### config.mk
export PLATFORM = sky130hd
export DESIGN_NAME = cifd_dispatch
export DESIGN_NICKNAME = d
export VERILOG_FILES = /design/src/cifd_pkg.sv /design/src/cifd_contact_if.sv /design/src/cifd_contact_cond.sv /design/src/cifd_recency.sv /design/src/cifd_dispatch.sv
export SDC_FILE = /design/constraint.sdc
export NUM_CORES = 1
export LEC_CHECK = 0
export BUFFER_PORTS_ARGS = -buffer_cell sky130_fd_sc_hd__buf_4
export CORE_UTILIZATION = 39
export CTS_CLUSTER_SIZE = 24
export DETAILED_ROUTE_END_ITERATION = 7
export GPL_TIMING_DRIVEN = 0
export HOLD_SLACK_MARGIN = 0.06
export SLEW_MARGIN = 5
export SYNTH_ARGS = -nofsm -noshare
export SYNTH_HDL_FRONTEND = slang
export SYNTH_SLANG_ARGS = --single-unit
### constraint.sdc
create_clock -name clk -period 5.2 [get_ports clk]
set_clock_uncertainty 0.2 [all_clocks]
set_input_delay 0 -clock clk [delete_from_list [all_inputs] [get_ports clk]]
set_output_delay 0 -clock clk [all_outputs]
set_load 0.02 [all_outputs]
### src/cifd_pkg.sv
// Purpose: shared constants for the contact input function dispatcher
// Assumes: 125 MHz system clock
// Notes:   function codes are the per-contact configuration values
package cifd_pkg;
  localparam int unsigned NUM_CONTACTS   = 5;
  localparam int unsigned NUM_FUNCS      = 14;
  localparam int unsigned FUNC_W         = 5;
  localparam int unsigned NUM_ALARMS     = 4;
  localparam int unsigned NUM_KEYS       = 6;
  localparam int unsigned CODE_INPUTS    = 4;
  localparam int unsigned CLK_HZ         = 125_000_000;
  localparam int unsigned CLOSE_DELAY_MS = 1000;
  localparam int unsigned CLOSE_DELAY_CYC = CLOSE_DELAY_MS * (CLK_HZ / 1000);

  typedef logic [FUNC_W-1:0] cifd_func_t;

  localparam cifd_func_t CF_REPORT_ONLY   = 5'h00;
  localparam cifd_func_t CF_CODED_SP      = 5'h01;
  localparam cifd_func_t CF_REMOTE_SP     = 5'h02;
  localparam cifd_func_t CF_MANUAL_TRIP   = 5'h03;
  localparam cifd_func_t CF_SECOND_SP     = 5'h04;
  localparam cifd_func_t CF_ALT_TUNING    = 5'h05;
  localparam cifd_func_t CF_ALARM_ACK     = 5'h06;
  localparam cifd_func_t CF_INTEG_INHIBIT = 5'h07;
  localparam cifd_func_t CF_ACTION_REV    = 5'h08;
  localparam cifd_func_t CF_ADAPT_SUSPEND = 5'h09;
  localparam cifd_func_t CF_LOCKED_MANUAL = 5'h0a;
  localparam cifd_func_t CF_KEY_MIMIC     = 5'h0b;
  localparam cifd_func_t CF_PROC_SWITCH   = 5'h0c;
  localparam cifd_func_t CF_NONE          = 5'h0d;

  // key mimic selectors: raise, lower, display, fast, menu
  localparam logic [2:0] KEY_UP    = 3'h0;
  localparam logic [2:0] KEY_DOWN  = 3'h1;
  localparam logic [2:0] KEY_DISP  = 3'h2;
  localparam logic [2:0] KEY_FAST  = 3'h3;
  localparam logic [2:0] KEY_MENU  = 3'h4;

  localparam logic [2:0] SP_INDEX_RST  = 3'h0;
  localparam logic [2:0] SP_INDEX_SEC  = 3'h1;
  localparam logic [3:0] CODE_MAX      = 4'h8;
endpackage

### src/cifd_contact_if.sv
// Purpose: qualified contact levels and edges between dispatcher parts
// Assumes: all signals on clk
// Notes:   rise and fall are one-cycle pulses
interface cifd_contact_if #(parameter int unsigned N = 5);
  logic [N-1:0] closed;
  logic [N-1:0] rise;
  logic [N-1:0] fall;
  modport src (output closed, output rise, output fall);
  modport dst (input closed, input rise, input fall);
endinterface

### src/cifd_contact_cond.sv
// Purpose: synchronise contacts and qualify closures after a hold delay
// Assumes: raw contacts are asynchronous, high means closed
// Notes:   opening is seen at once, closing only after DELAY cycles
module cifd_contact_cond #(
  parameter int unsigned N     = 5,
  parameter int unsigned DELAY = 125_000_000
) (
  input  wire logic         clk,
  input  wire logic         reset_n,
  input  wire logic [N-1:0] contact_raw,
  cifd_contact_if.src       cif
);
  localparam int unsigned CW = $clog2(DELAY + 1);
  localparam logic [CW-1:0] LAST = CW'(DELAY - 1);

  logic [N-1:0]        sync1_q;
  logic [N-1:0]        sync2_q;
  logic [N-1:0]        closed_q;
  logic [N-1:0]        rise_q;
  logic [N-1:0]        fall_q;
  logic [N-1:0][CW-1:0] cnt_q;

  always_ff @(posedge clk or negedge reset_n)
  begin
    if (!reset_n)
    begin
      sync1_q <= '0;
      sync2_q <= '0;
    end
    else
    begin
      sync1_q <= contact_raw;
      sync2_q <= sync1_q;
    end
  end

  always_ff @(posedge clk or negedge reset_n)
  begin
    if (!reset_n)
    begin
      cnt_q    <= '0;
      closed_q <= '0;
      rise_q   <= '0;
      fall_q   <= '0;
    end
    else
    begin
      for (int i = 0; i < N; i++)
      begin
        rise_q[i] <= 1'b0;
        fall_q[i] <= 1'b0;
        if (!sync2_q[i])
        begin
          cnt_q[i]    <= '0;
          closed_q[i] <= 1'b0;
          fall_q[i]   <= closed_q[i];
        end
        else if (!closed_q[i])
        begin
          if (cnt_q[i] == LAST)
          begin
            closed_q[i] <= 1'b1;
            rise_q[i]   <= 1'b1;
          end
          else
            cnt_q[i] <= cnt_q[i] + 1'b1;
        end
      end
    end
  end

  assign cif.closed = closed_q;
  assign cif.rise   = rise_q;
  assign cif.fall   = fall_q;
endmodule

### src/cifd_recency.sv
// Purpose: rank contacts by closure order and pick the newest requester
// Assumes: rise pulses come from the contact conditioner
// Notes:   rank 0 is the most recent closure; ties go to lower index
module cifd_recency #(
  parameter int unsigned N = 5
) (
  input  wire logic         clk,
  input  wire logic         reset_n,
  cifd_contact_if.dst       cif,
  input  wire logic [N-1:0] req,
  output logic      [N-1:0] newest
);
  logic [N-1:0][2:0] rank_q;

  always_ff @(posedge clk or negedge reset_n)
  begin
    if (!reset_n)
      rank_q <= '1;
    else
      for (int i = 0; i < N; i++)
      begin
        if (cif.rise[i])
          rank_q[i] <= 3'h0;
        else if (|cif.rise && rank_q[i] != 3'h7)
          rank_q[i] <= rank_q[i] + 3'h1;
      end
  end

  always_comb
  begin
    logic [2:0] best;
    best   = 3'h7;
    newest = '0;
    for (int i = 0; i < N; i++)
      if (req[i] && (newest == '0 || rank_q[i] < best))
      begin
        best   = rank_q[i];
        newest = '0;
        newest[i] = 1'b1;
      end
  end
endmodule

### src/cifd_dispatch.sv
// Purpose: dispatch contact inputs to setpoint, mode and tuning actions
// Assumes: config ports are static between changes; pulses are one cycle
// Notes:   control logic reads the registered outputs below
//
// Overview of operation
// - five contacts, each one of fourteen functions
// - inputs one to four code setpoints
// - coded choice holds; rearms on combination change
// - remote contact selects remote, open reverts
// - manual trip contact; keys and comms override
// - second setpoint contact, open reverts
// - tuning set two, else trip points
// - alarm acknowledge once per closure
// - acknowledge only acknowledgeable alarms
// - integral term off while closed
// - invert first output action while closed
// - adaptive tuning suspended while closed
// - locked manual until all opened
// - contact mimics the assigned front key
// - report only: status to comms only
// - process switch selects second process input
// - newest remote or second closure wins; either beats coded
// - overridden contact ignored until reopened
// - contact manual leaves secondary display
// - act one second after closure
module cifd_dispatch
  import cifd_pkg::*;
#(
  parameter int unsigned CLOSE_DELAY_CYCLES = cifd_pkg::CLOSE_DELAY_CYC
) (
  input  wire logic                                     clk,
  input  wire logic                                     reset_n,
  input  wire logic [cifd_pkg::NUM_CONTACTS-1:0]        contact_raw,
  input  wire cifd_pkg::cifd_func_t [cifd_pkg::NUM_CONTACTS-1:0] contact_func,
  input  wire logic [cifd_pkg::NUM_CONTACTS-1:0][2:0]   key_select,
  input  wire logic [2:0]                               local_sp_index,
  input  wire logic                                     local_sp_remote,
  input  wire logic                                     sp_override,
  input  wire logic                                     manual_override,
  input  wire logic                                     pid_linked_to_sp,
  input  wire logic                                     process_input_source,
  input  wire logic                                     cfg_action_direct,
  input  wire logic [cifd_pkg::NUM_ALARMS-1:0]          alarm_active,
  input  wire logic [cifd_pkg::NUM_ALARMS-1:0]          alarm_ackable,
  output logic      [2:0]                               sp_index_q,
  output logic                                          sp_remote_q,
  output logic                                          manual_mode_q,
  output logic                                          locked_manual_q,
  output logic                                          hold_second_display_q,
  output logic                                          tuning_set_two_q,
  output logic      [cifd_pkg::NUM_ALARMS-1:0]          alarm_ack_q,
  output logic                                          integral_inhibit_q,
  output logic                                          action_direct_q,
  output logic                                          adaptive_suspend_q,
  output logic      [cifd_pkg::NUM_KEYS-1:0]            key_mimic_q,
  output logic      [cifd_pkg::NUM_CONTACTS-1:0]        report_status_q,
  output logic                                          use_pv2_q
);
  import cifd_pkg::*;
  localparam int unsigned N = NUM_CONTACTS;

  cifd_contact_if #(.N(N)) cif ();

  logic [N-1:0]            is_coded;
  logic [N-1:0]            is_remote;
  logic [N-1:0]            is_second;
  logic [N-1:0]            is_manual;
  logic [N-1:0]            is_alt;
  logic [N-1:0]            sp_group;
  logic [N-1:0]            armed_q;
  logic [N-1:0]            sp_newest;
  logic [N-1:0]            active;
  logic [CODE_INPUTS-1:0]  code_now;
  logic [CODE_INPUTS-1:0]  code_q;
  logic                    code_armed_q;
  logic                    coded_mode;
  logic                    code_valid;
  logic                    ack_fire;
  logic                    locked_req;

  function automatic logic [N-1:0] func_mask(input cifd_func_t f,
                                             input cifd_func_t [N-1:0] cfg,
                                             input logic coded);
    logic [N-1:0] m;
    m = '0;
    for (int i = 0; i < N; i++)
      m[i] = (cfg[i] == f) && !(coded && i < CODE_INPUTS);
    return m;
  endfunction

  cifd_contact_cond #(
    .N     (N),
    .DELAY (CLOSE_DELAY_CYCLES)
  ) u_cond (
    .clk         (clk),
    .reset_n     (reset_n),
    .contact_raw (contact_raw),
    .cif         (cif)
  );

  // coded selection takes inputs one to four from the other functions
  assign coded_mode = (contact_func[0] == CF_CODED_SP);
  assign code_now   = cif.closed[CODE_INPUTS-1:0];
  assign code_valid = (code_q != 4'h0) && (code_q <= CODE_MAX);

  assign is_coded  = coded_mode ? N'(4'hf) : '0;
  assign is_remote = func_mask(CF_REMOTE_SP, contact_func, coded_mode);
  assign is_second = func_mask(CF_SECOND_SP, contact_func, coded_mode);
  assign is_manual = func_mask(CF_MANUAL_TRIP, contact_func, coded_mode);
  assign is_alt    = func_mask(CF_ALT_TUNING, contact_func, coded_mode);
  assign sp_group  = is_remote | is_second;
  assign active    = armed_q & cif.closed;
  assign locked_req = |(cif.closed & func_mask(CF_LOCKED_MANUAL, contact_func, coded_mode));

  cifd_recency #(.N(N)) u_rank (
    .clk     (clk),
    .reset_n (reset_n),
    .cif     (cif),
    .req     (active & sp_group),
    .newest  (sp_newest)
  );

  // armed: set by a fresh closure, cleared by an override; set wins
  always_ff @(posedge clk or negedge reset_n)
  begin
    if (!reset_n)
      armed_q <= '0;
    else
      for (int i = 0; i < N; i++)
      begin
        if (cif.rise[i])
          armed_q[i] <= 1'b1;
        else if (!cif.closed[i])
          armed_q[i] <= 1'b0;
        else if (sp_group[i] && (sp_override || |(cif.rise & sp_group)))
          armed_q[i] <= 1'b0;
        else if (is_manual[i] && manual_override)
          armed_q[i] <= 1'b0;
        else if (is_alt[i] && pid_linked_to_sp && sp_override)
          armed_q[i] <= 1'b0;
      end
  end

  // coded selection latch and rearm on combination change
  always_ff @(posedge clk or negedge reset_n)
  begin
    if (!reset_n)
    begin
      code_q       <= '0;
      code_armed_q <= 1'b0;
    end
    else if (!coded_mode)
    begin
      code_q       <= '0;
      code_armed_q <= 1'b0;
    end
    else if (code_now != code_q)
    begin
      code_q       <= code_now;
      code_armed_q <= 1'b1;
    end
    else if (sp_override || |(cif.rise & sp_group))
      code_armed_q <= 1'b0;
  end

  // setpoint source
  always_ff @(posedge clk or negedge reset_n)
  begin
    if (!reset_n)
    begin
      sp_index_q  <= SP_INDEX_RST;
      sp_remote_q <= 1'b0;
    end
    else if (|(sp_newest & is_remote))
    begin
      sp_index_q  <= local_sp_index;
      sp_remote_q <= 1'b1;
    end
    else if (|(sp_newest & is_second))
    begin
      sp_index_q  <= SP_INDEX_SEC;
      sp_remote_q <= 1'b0;
    end
    else if (code_armed_q && code_valid)
    begin
      sp_index_q  <= 3'(code_q - 4'h1);
      sp_remote_q <= 1'b0;
    end
    else
    begin
      sp_index_q  <= local_sp_index;
      sp_remote_q <= local_sp_remote;
    end
  end

  // control mode
  always_ff @(posedge clk or negedge reset_n)
  begin
    if (!reset_n)
    begin
      manual_mode_q         <= 1'b0;
      locked_manual_q       <= 1'b0;
      hold_second_display_q <= 1'b0;
    end
    else
    begin
      locked_manual_q <= |(cif.closed & func_mask(CF_LOCKED_MANUAL, contact_func,
                                                 coded_mode));
      manual_mode_q   <= |(active & is_manual) ||
                         |(cif.closed & func_mask(CF_LOCKED_MANUAL, contact_func,
                                                  coded_mode));
      hold_second_display_q <= |(active & is_manual) ||
                               |(cif.closed & func_mask(CF_LOCKED_MANUAL,
                                                        contact_func, coded_mode));
    end
  end

  // tuning and output action
  always_ff @(posedge clk or negedge reset_n)
  begin
    if (!reset_n)
    begin
      tuning_set_two_q   <= 1'b0;
      integral_inhibit_q <= 1'b0;
      action_direct_q    <= 1'b0;
      adaptive_suspend_q <= 1'b0;
      use_pv2_q          <= 1'b0;
    end
    else
    begin
      tuning_set_two_q   <= |(active & is_alt);
      integral_inhibit_q <= |(cif.closed & func_mask(CF_INTEG_INHIBIT, contact_func,
                                                    coded_mode));
      action_direct_q    <= cfg_action_direct ^ |(cif.closed &
                            func_mask(CF_ACTION_REV, contact_func, coded_mode));
      adaptive_suspend_q <= |(cif.closed & func_mask(CF_ADAPT_SUSPEND, contact_func,
                                                    coded_mode));
      use_pv2_q          <= process_input_source && |(cif.closed &
                            func_mask(CF_PROC_SWITCH, contact_func, coded_mode));
    end
  end

  // alarm acknowledge fires on the qualified closing edge only
  assign ack_fire = |(cif.rise & func_mask(CF_ALARM_ACK, contact_func, coded_mode));

  always_ff @(posedge clk or negedge reset_n)
  begin
    if (!reset_n)
      alarm_ack_q <= '0;
    else
      alarm_ack_q <= ack_fire ? (alarm_active & alarm_ackable) : '0;
  end

  // key mimics and status reporting
  always_ff @(posedge clk or negedge reset_n)
  begin
    if (!reset_n)
    begin
      key_mimic_q     <= '0;
      report_status_q <= '0;
    end
    else
    begin
      key_mimic_q <= '0;
      for (int i = 0; i < N; i++)
        if (cif.closed[i] && contact_func[i] == CF_KEY_MIMIC &&
            !is_coded[i] && key_select[i] <= KEY_MENU)
          key_mimic_q[key_select[i]] <= 1'b1;
      report_status_q <= cif.closed & func_mask(CF_REPORT_ONLY, contact_func,
                                                coded_mode);
    end
  end
endmodule

==> flow_summary.yaml <==
yosys:
  synth-edff-count: 0
  synthTopCellsByArea: "dfrtp_1, xnor2_1, and2_1, nand2_1, dfstp_2"
  synth_top_cell_area_share_pct: 42.5
  synthAdderAreaFrac_pct: 2.43
  synthArstFlopShare_pct: 100
  synth_xor_area_share_pct: 10.1
  synth_compound_area_share_pct: 8.42
  yosys_warnings: 0
  yosysTopAreaCell: "dfrtp_1"
  synth_cell_types: 73
  synth_seq_cells: 206
  synth_top_family_by_area: "simple AND/OR/NAND/NOR gates"
  synth.most_common_cell: "dfrtp_1"
  syn-num-nets: 1261
  ys_seq_area_share_pct: 46.0
  post_synth.cell_area_avg_um2: 9.55
  ys.flop_type: "dfrtp_1"
  yosys.area_share.simple_pct: 29.5
  muxShareOfSynthArea_pct: 1.27
  synth_common_cells: "dfrtp_1, and2_1, nand2_1"
  synthCells: 1176
  syn_area_mm2: 0.0112
clock_tree:
  cts_tree: "built"
  clk_pin_slew_ns: 0.06
  cts.sinks: 206
  clock_latency_ns: 0.52
  cts_buffers: 24
  clock_path_buffers: 3
  htreeDepth: 1
  cts_root_buffer: "clkbuf_16"
timing:
  fin_crit_sh_pct: 97.2
  hold_violations: 0
  relSlewSlack_pct: 42.7
  worst_slew_pin_slew_ns: 0.850
  fin_crit_ns: 5.05
  setup_violations: 0
  fmax_ghz: 0.198
  slew_violations: 0
pwr:
  peakVddDrop_v: 0.000198
  leakage_nw: 6.38
  finalPower_mw: 3.50
  power_density_mw_per_mm2: 243
worst_setup_path:
  path_depth: 23
  critPathSlowestCell: "dfrtp_2"
  crit_family: "compound AO/OA/AOI/OAI gates"
  critPathMaxStageDelay_ns: 0.39
  worstPathArrival_ns: 5.25
  r2r_cells: 23
  r2r_end: "sp_index_q[2]$_DFF_PN0_"
  cp-end-kind: "flop"
  path_max_fanout: 6
  worst-setup-path-type: "reg2reg"
  rrSetupSlack_ns: 0.15
  start_kind: "flop"
  rr_startpoint: "u_cond.cif.closed[1]$_DFF_PN0_"
  required_ns: 5.40
  path_cells: "nand2_4 > or3_4 > or2_0 > buf_4 > o32a_1 > a22oi_2 > nor2_4 > mux2i_4 > ha_4 > o21a_1 > o21ai_2 > nand2_1 > o31a_4 > mux2_2 > ha_4 > a21oi_2 > a21oi_1 > a211oi_2 > buf_4 > mux2i_2 > buf_6 > o21bai_4 > a22o_1"
  crit_end: "sp_index_q[2]$_DFF_PN0_"
  crit_start: "u_cond.cif.closed[1]$_DFF_PN0_"
  cp.buffers_inverters: 3
hold_path:
  hp-class: "in2reg"
cells_and_area:
  final_cells: 1794
  seq_area_mm2: 0.00518
  final_layout_size_suffix_gt1_share_pct: 13.4
  nets: 1481
  multi_input_area_mm2: 0.00597
  nFillCells: 2651
  area_growth_syn_to_layout_pct: 28.4
run:
  maxCapViolCount: 0
detailed_routing:
  wl_um: 28400
  ant_nets: 0
  drt_iter0_drc: 635
  wire_per_inst_um: 15.8
  via_per_inst: 5.18
  drtPass1Iterations: 6
  num_vias: 9299
  drc: 0
die:
  start_util_pct: 40.0
  die_w_um: 172
  die_area_mm2: 0.0295
  io_pins: 91
  fp-row-count: 61
  die_h_um: 172
  floorplan.core_area_mm2: 0.0281
place:
  place.gp.congestion: 0.953
  port_buffers: 81
  placed_cells: 1636
  dp_hpwl_um: 19400
global_route:
  antenna_found_initial: 2
  grt_overflow_total: 0
  grt_start_max_net_pins: 105
  grt_usage_pct: 19.7
  grt_pass1_wl_um: 46700
  grt_pass1_vias: 9277
status:
  status: "finished, final reports clean"
## layer usage
layer / vias to the layer above / share of wire (%) / routed length [um] / track usage (%)
met3: 54 / 4.0 / 1140 / 3.36
met1: 4506 / 46 / 13100 / 26.3
li1: 4575 / - / - / -
met2: 162 / 47 / 13300 / 32.0
met5: - / 0.039 / 11 / 0
met4: 2 / 2.8 / 803 / 6.93
## cell usage in the layout, fill, tap and decap left out, types with 27 or more instances in the layout
master,netlist,routed
xor2_1,33,33
inv_1,27,27
nand2_1,110,107
xnor2_1,97,97
o21ai_0,41,39
and2_1,125,125
nand4_1,39,39
nand3_1,75,75
dfrtp_1,191,189
and3_1,34,34
nor3_1,31,30
clkbuf_1,32,36
nor2_1,71,70
dlygate4sd3_1,0,98
buf_4,1,94
## kinds of logic after synthesis
kind of cell             after synthesis
AND/OR/NAND/NOR                      603
adder cells (fa/ha/maj)               22
multiplexers                          14
flip-flops                           206
AO/OA/AOI/OAI                        136
XOR/XNOR                             130
buffers and inverters                 64
other                                  1
## worst min-delay path: stages
cell,delay (ns)
buf_4,0.07
and3_1,0.13
dlygate4sd3_1,0.55
## what timing repair did
action                     CTS  global route
hold endpoints to repair   233             0
resized for setup           15            23
setup endpoints to repair    4             4
hold buffers                99             0
setup buffers                6             8
pin swaps                    3            17
## sequential cells by signal, indices dropped and copies added, names as in the netlist, 3 cells and up
name / cells
code_q: 4
armed_q: 5
sp_index_q: 3
report_status_q: 5
key_mimic_q: 6
alarm_ack_q: 4
u_cond.sync1_q: 5
u_rank.rank_q: 15
u_cond.cnt_q: 135
u_cond.sync2_q: 5
u_cond.cif.rise: 5
u_cond.cif.closed: 5
## through the flow
stage | setup WS [ns] | TNS (ns) | utilization [%] | hold WS [ns] | area [um2]
global route | -0.0237 | -0.0417 | 51.3 | 0.0806 | 14400
detailed placement | -0.638 | -2.29 | 44.0 | -0.0894 | 12400
floorplan | 0.0141 | 0 | - | -0.496 | 11200
global placement | -0.559 | -2.00 | 43.9 | -0.0903 | 12300
finish | 0.148 | 0 | 51.4 | 0.0826 | 14400
CTS | 0.0245 | 0 | 50.7 | 0.0634 | 14200
## cell type report
class	instances	share of cell area [%]
well taps	378	3.28
flip-flops and latches	206	35.9
multi-input cells	906	41.4
plain buffers	36	1.01
clock buffers	38	5.23
diodes	2	0.0347
inverters	27	0.703
repair buffers	195	12.2
clock inverters	6	0.208
## worst min-delay path by stage
stage | slack [ns] | start | cells after the start | to
2_1_floorplan | -0.50 | reset_n | 0 | action_direct_q$_DFF_PN0_
3_3_place_gp | -0.09 | contact_raw[4] | 1 | u_cond.sync1_q[4]$_DFF_PN0_
3_5_place_dp | -0.09 | reset_n | 1 | u_cond.sync1_q[2]$_DFF_PN0_
4_1_cts | 0.06 | key_select[1] | 4 | key_mimic_q[2]$_DFF_PN0_
5_1_grt | 0.08 | alarm_active[0] | 3 | alarm_ack_q[0]$_DFF_PN0_
6_report | 0.08 | alarm_active[0] | 3 | alarm_ack_q[0]$_DFF_PN0_
## power by group
| part | switching, mW | internal [mW] | leakage (nW) |
|---|---|---|---|
| logic | 0.124 | 0.100 | 3.22 |
| clock network | 0.656 | 0.990 | 0.395 |
| registers | 0.0126 | 1.62 | 2.77 |
| total | 0.792 | 2.71 | 6.38 |
(Power assumes the default switching activity.)
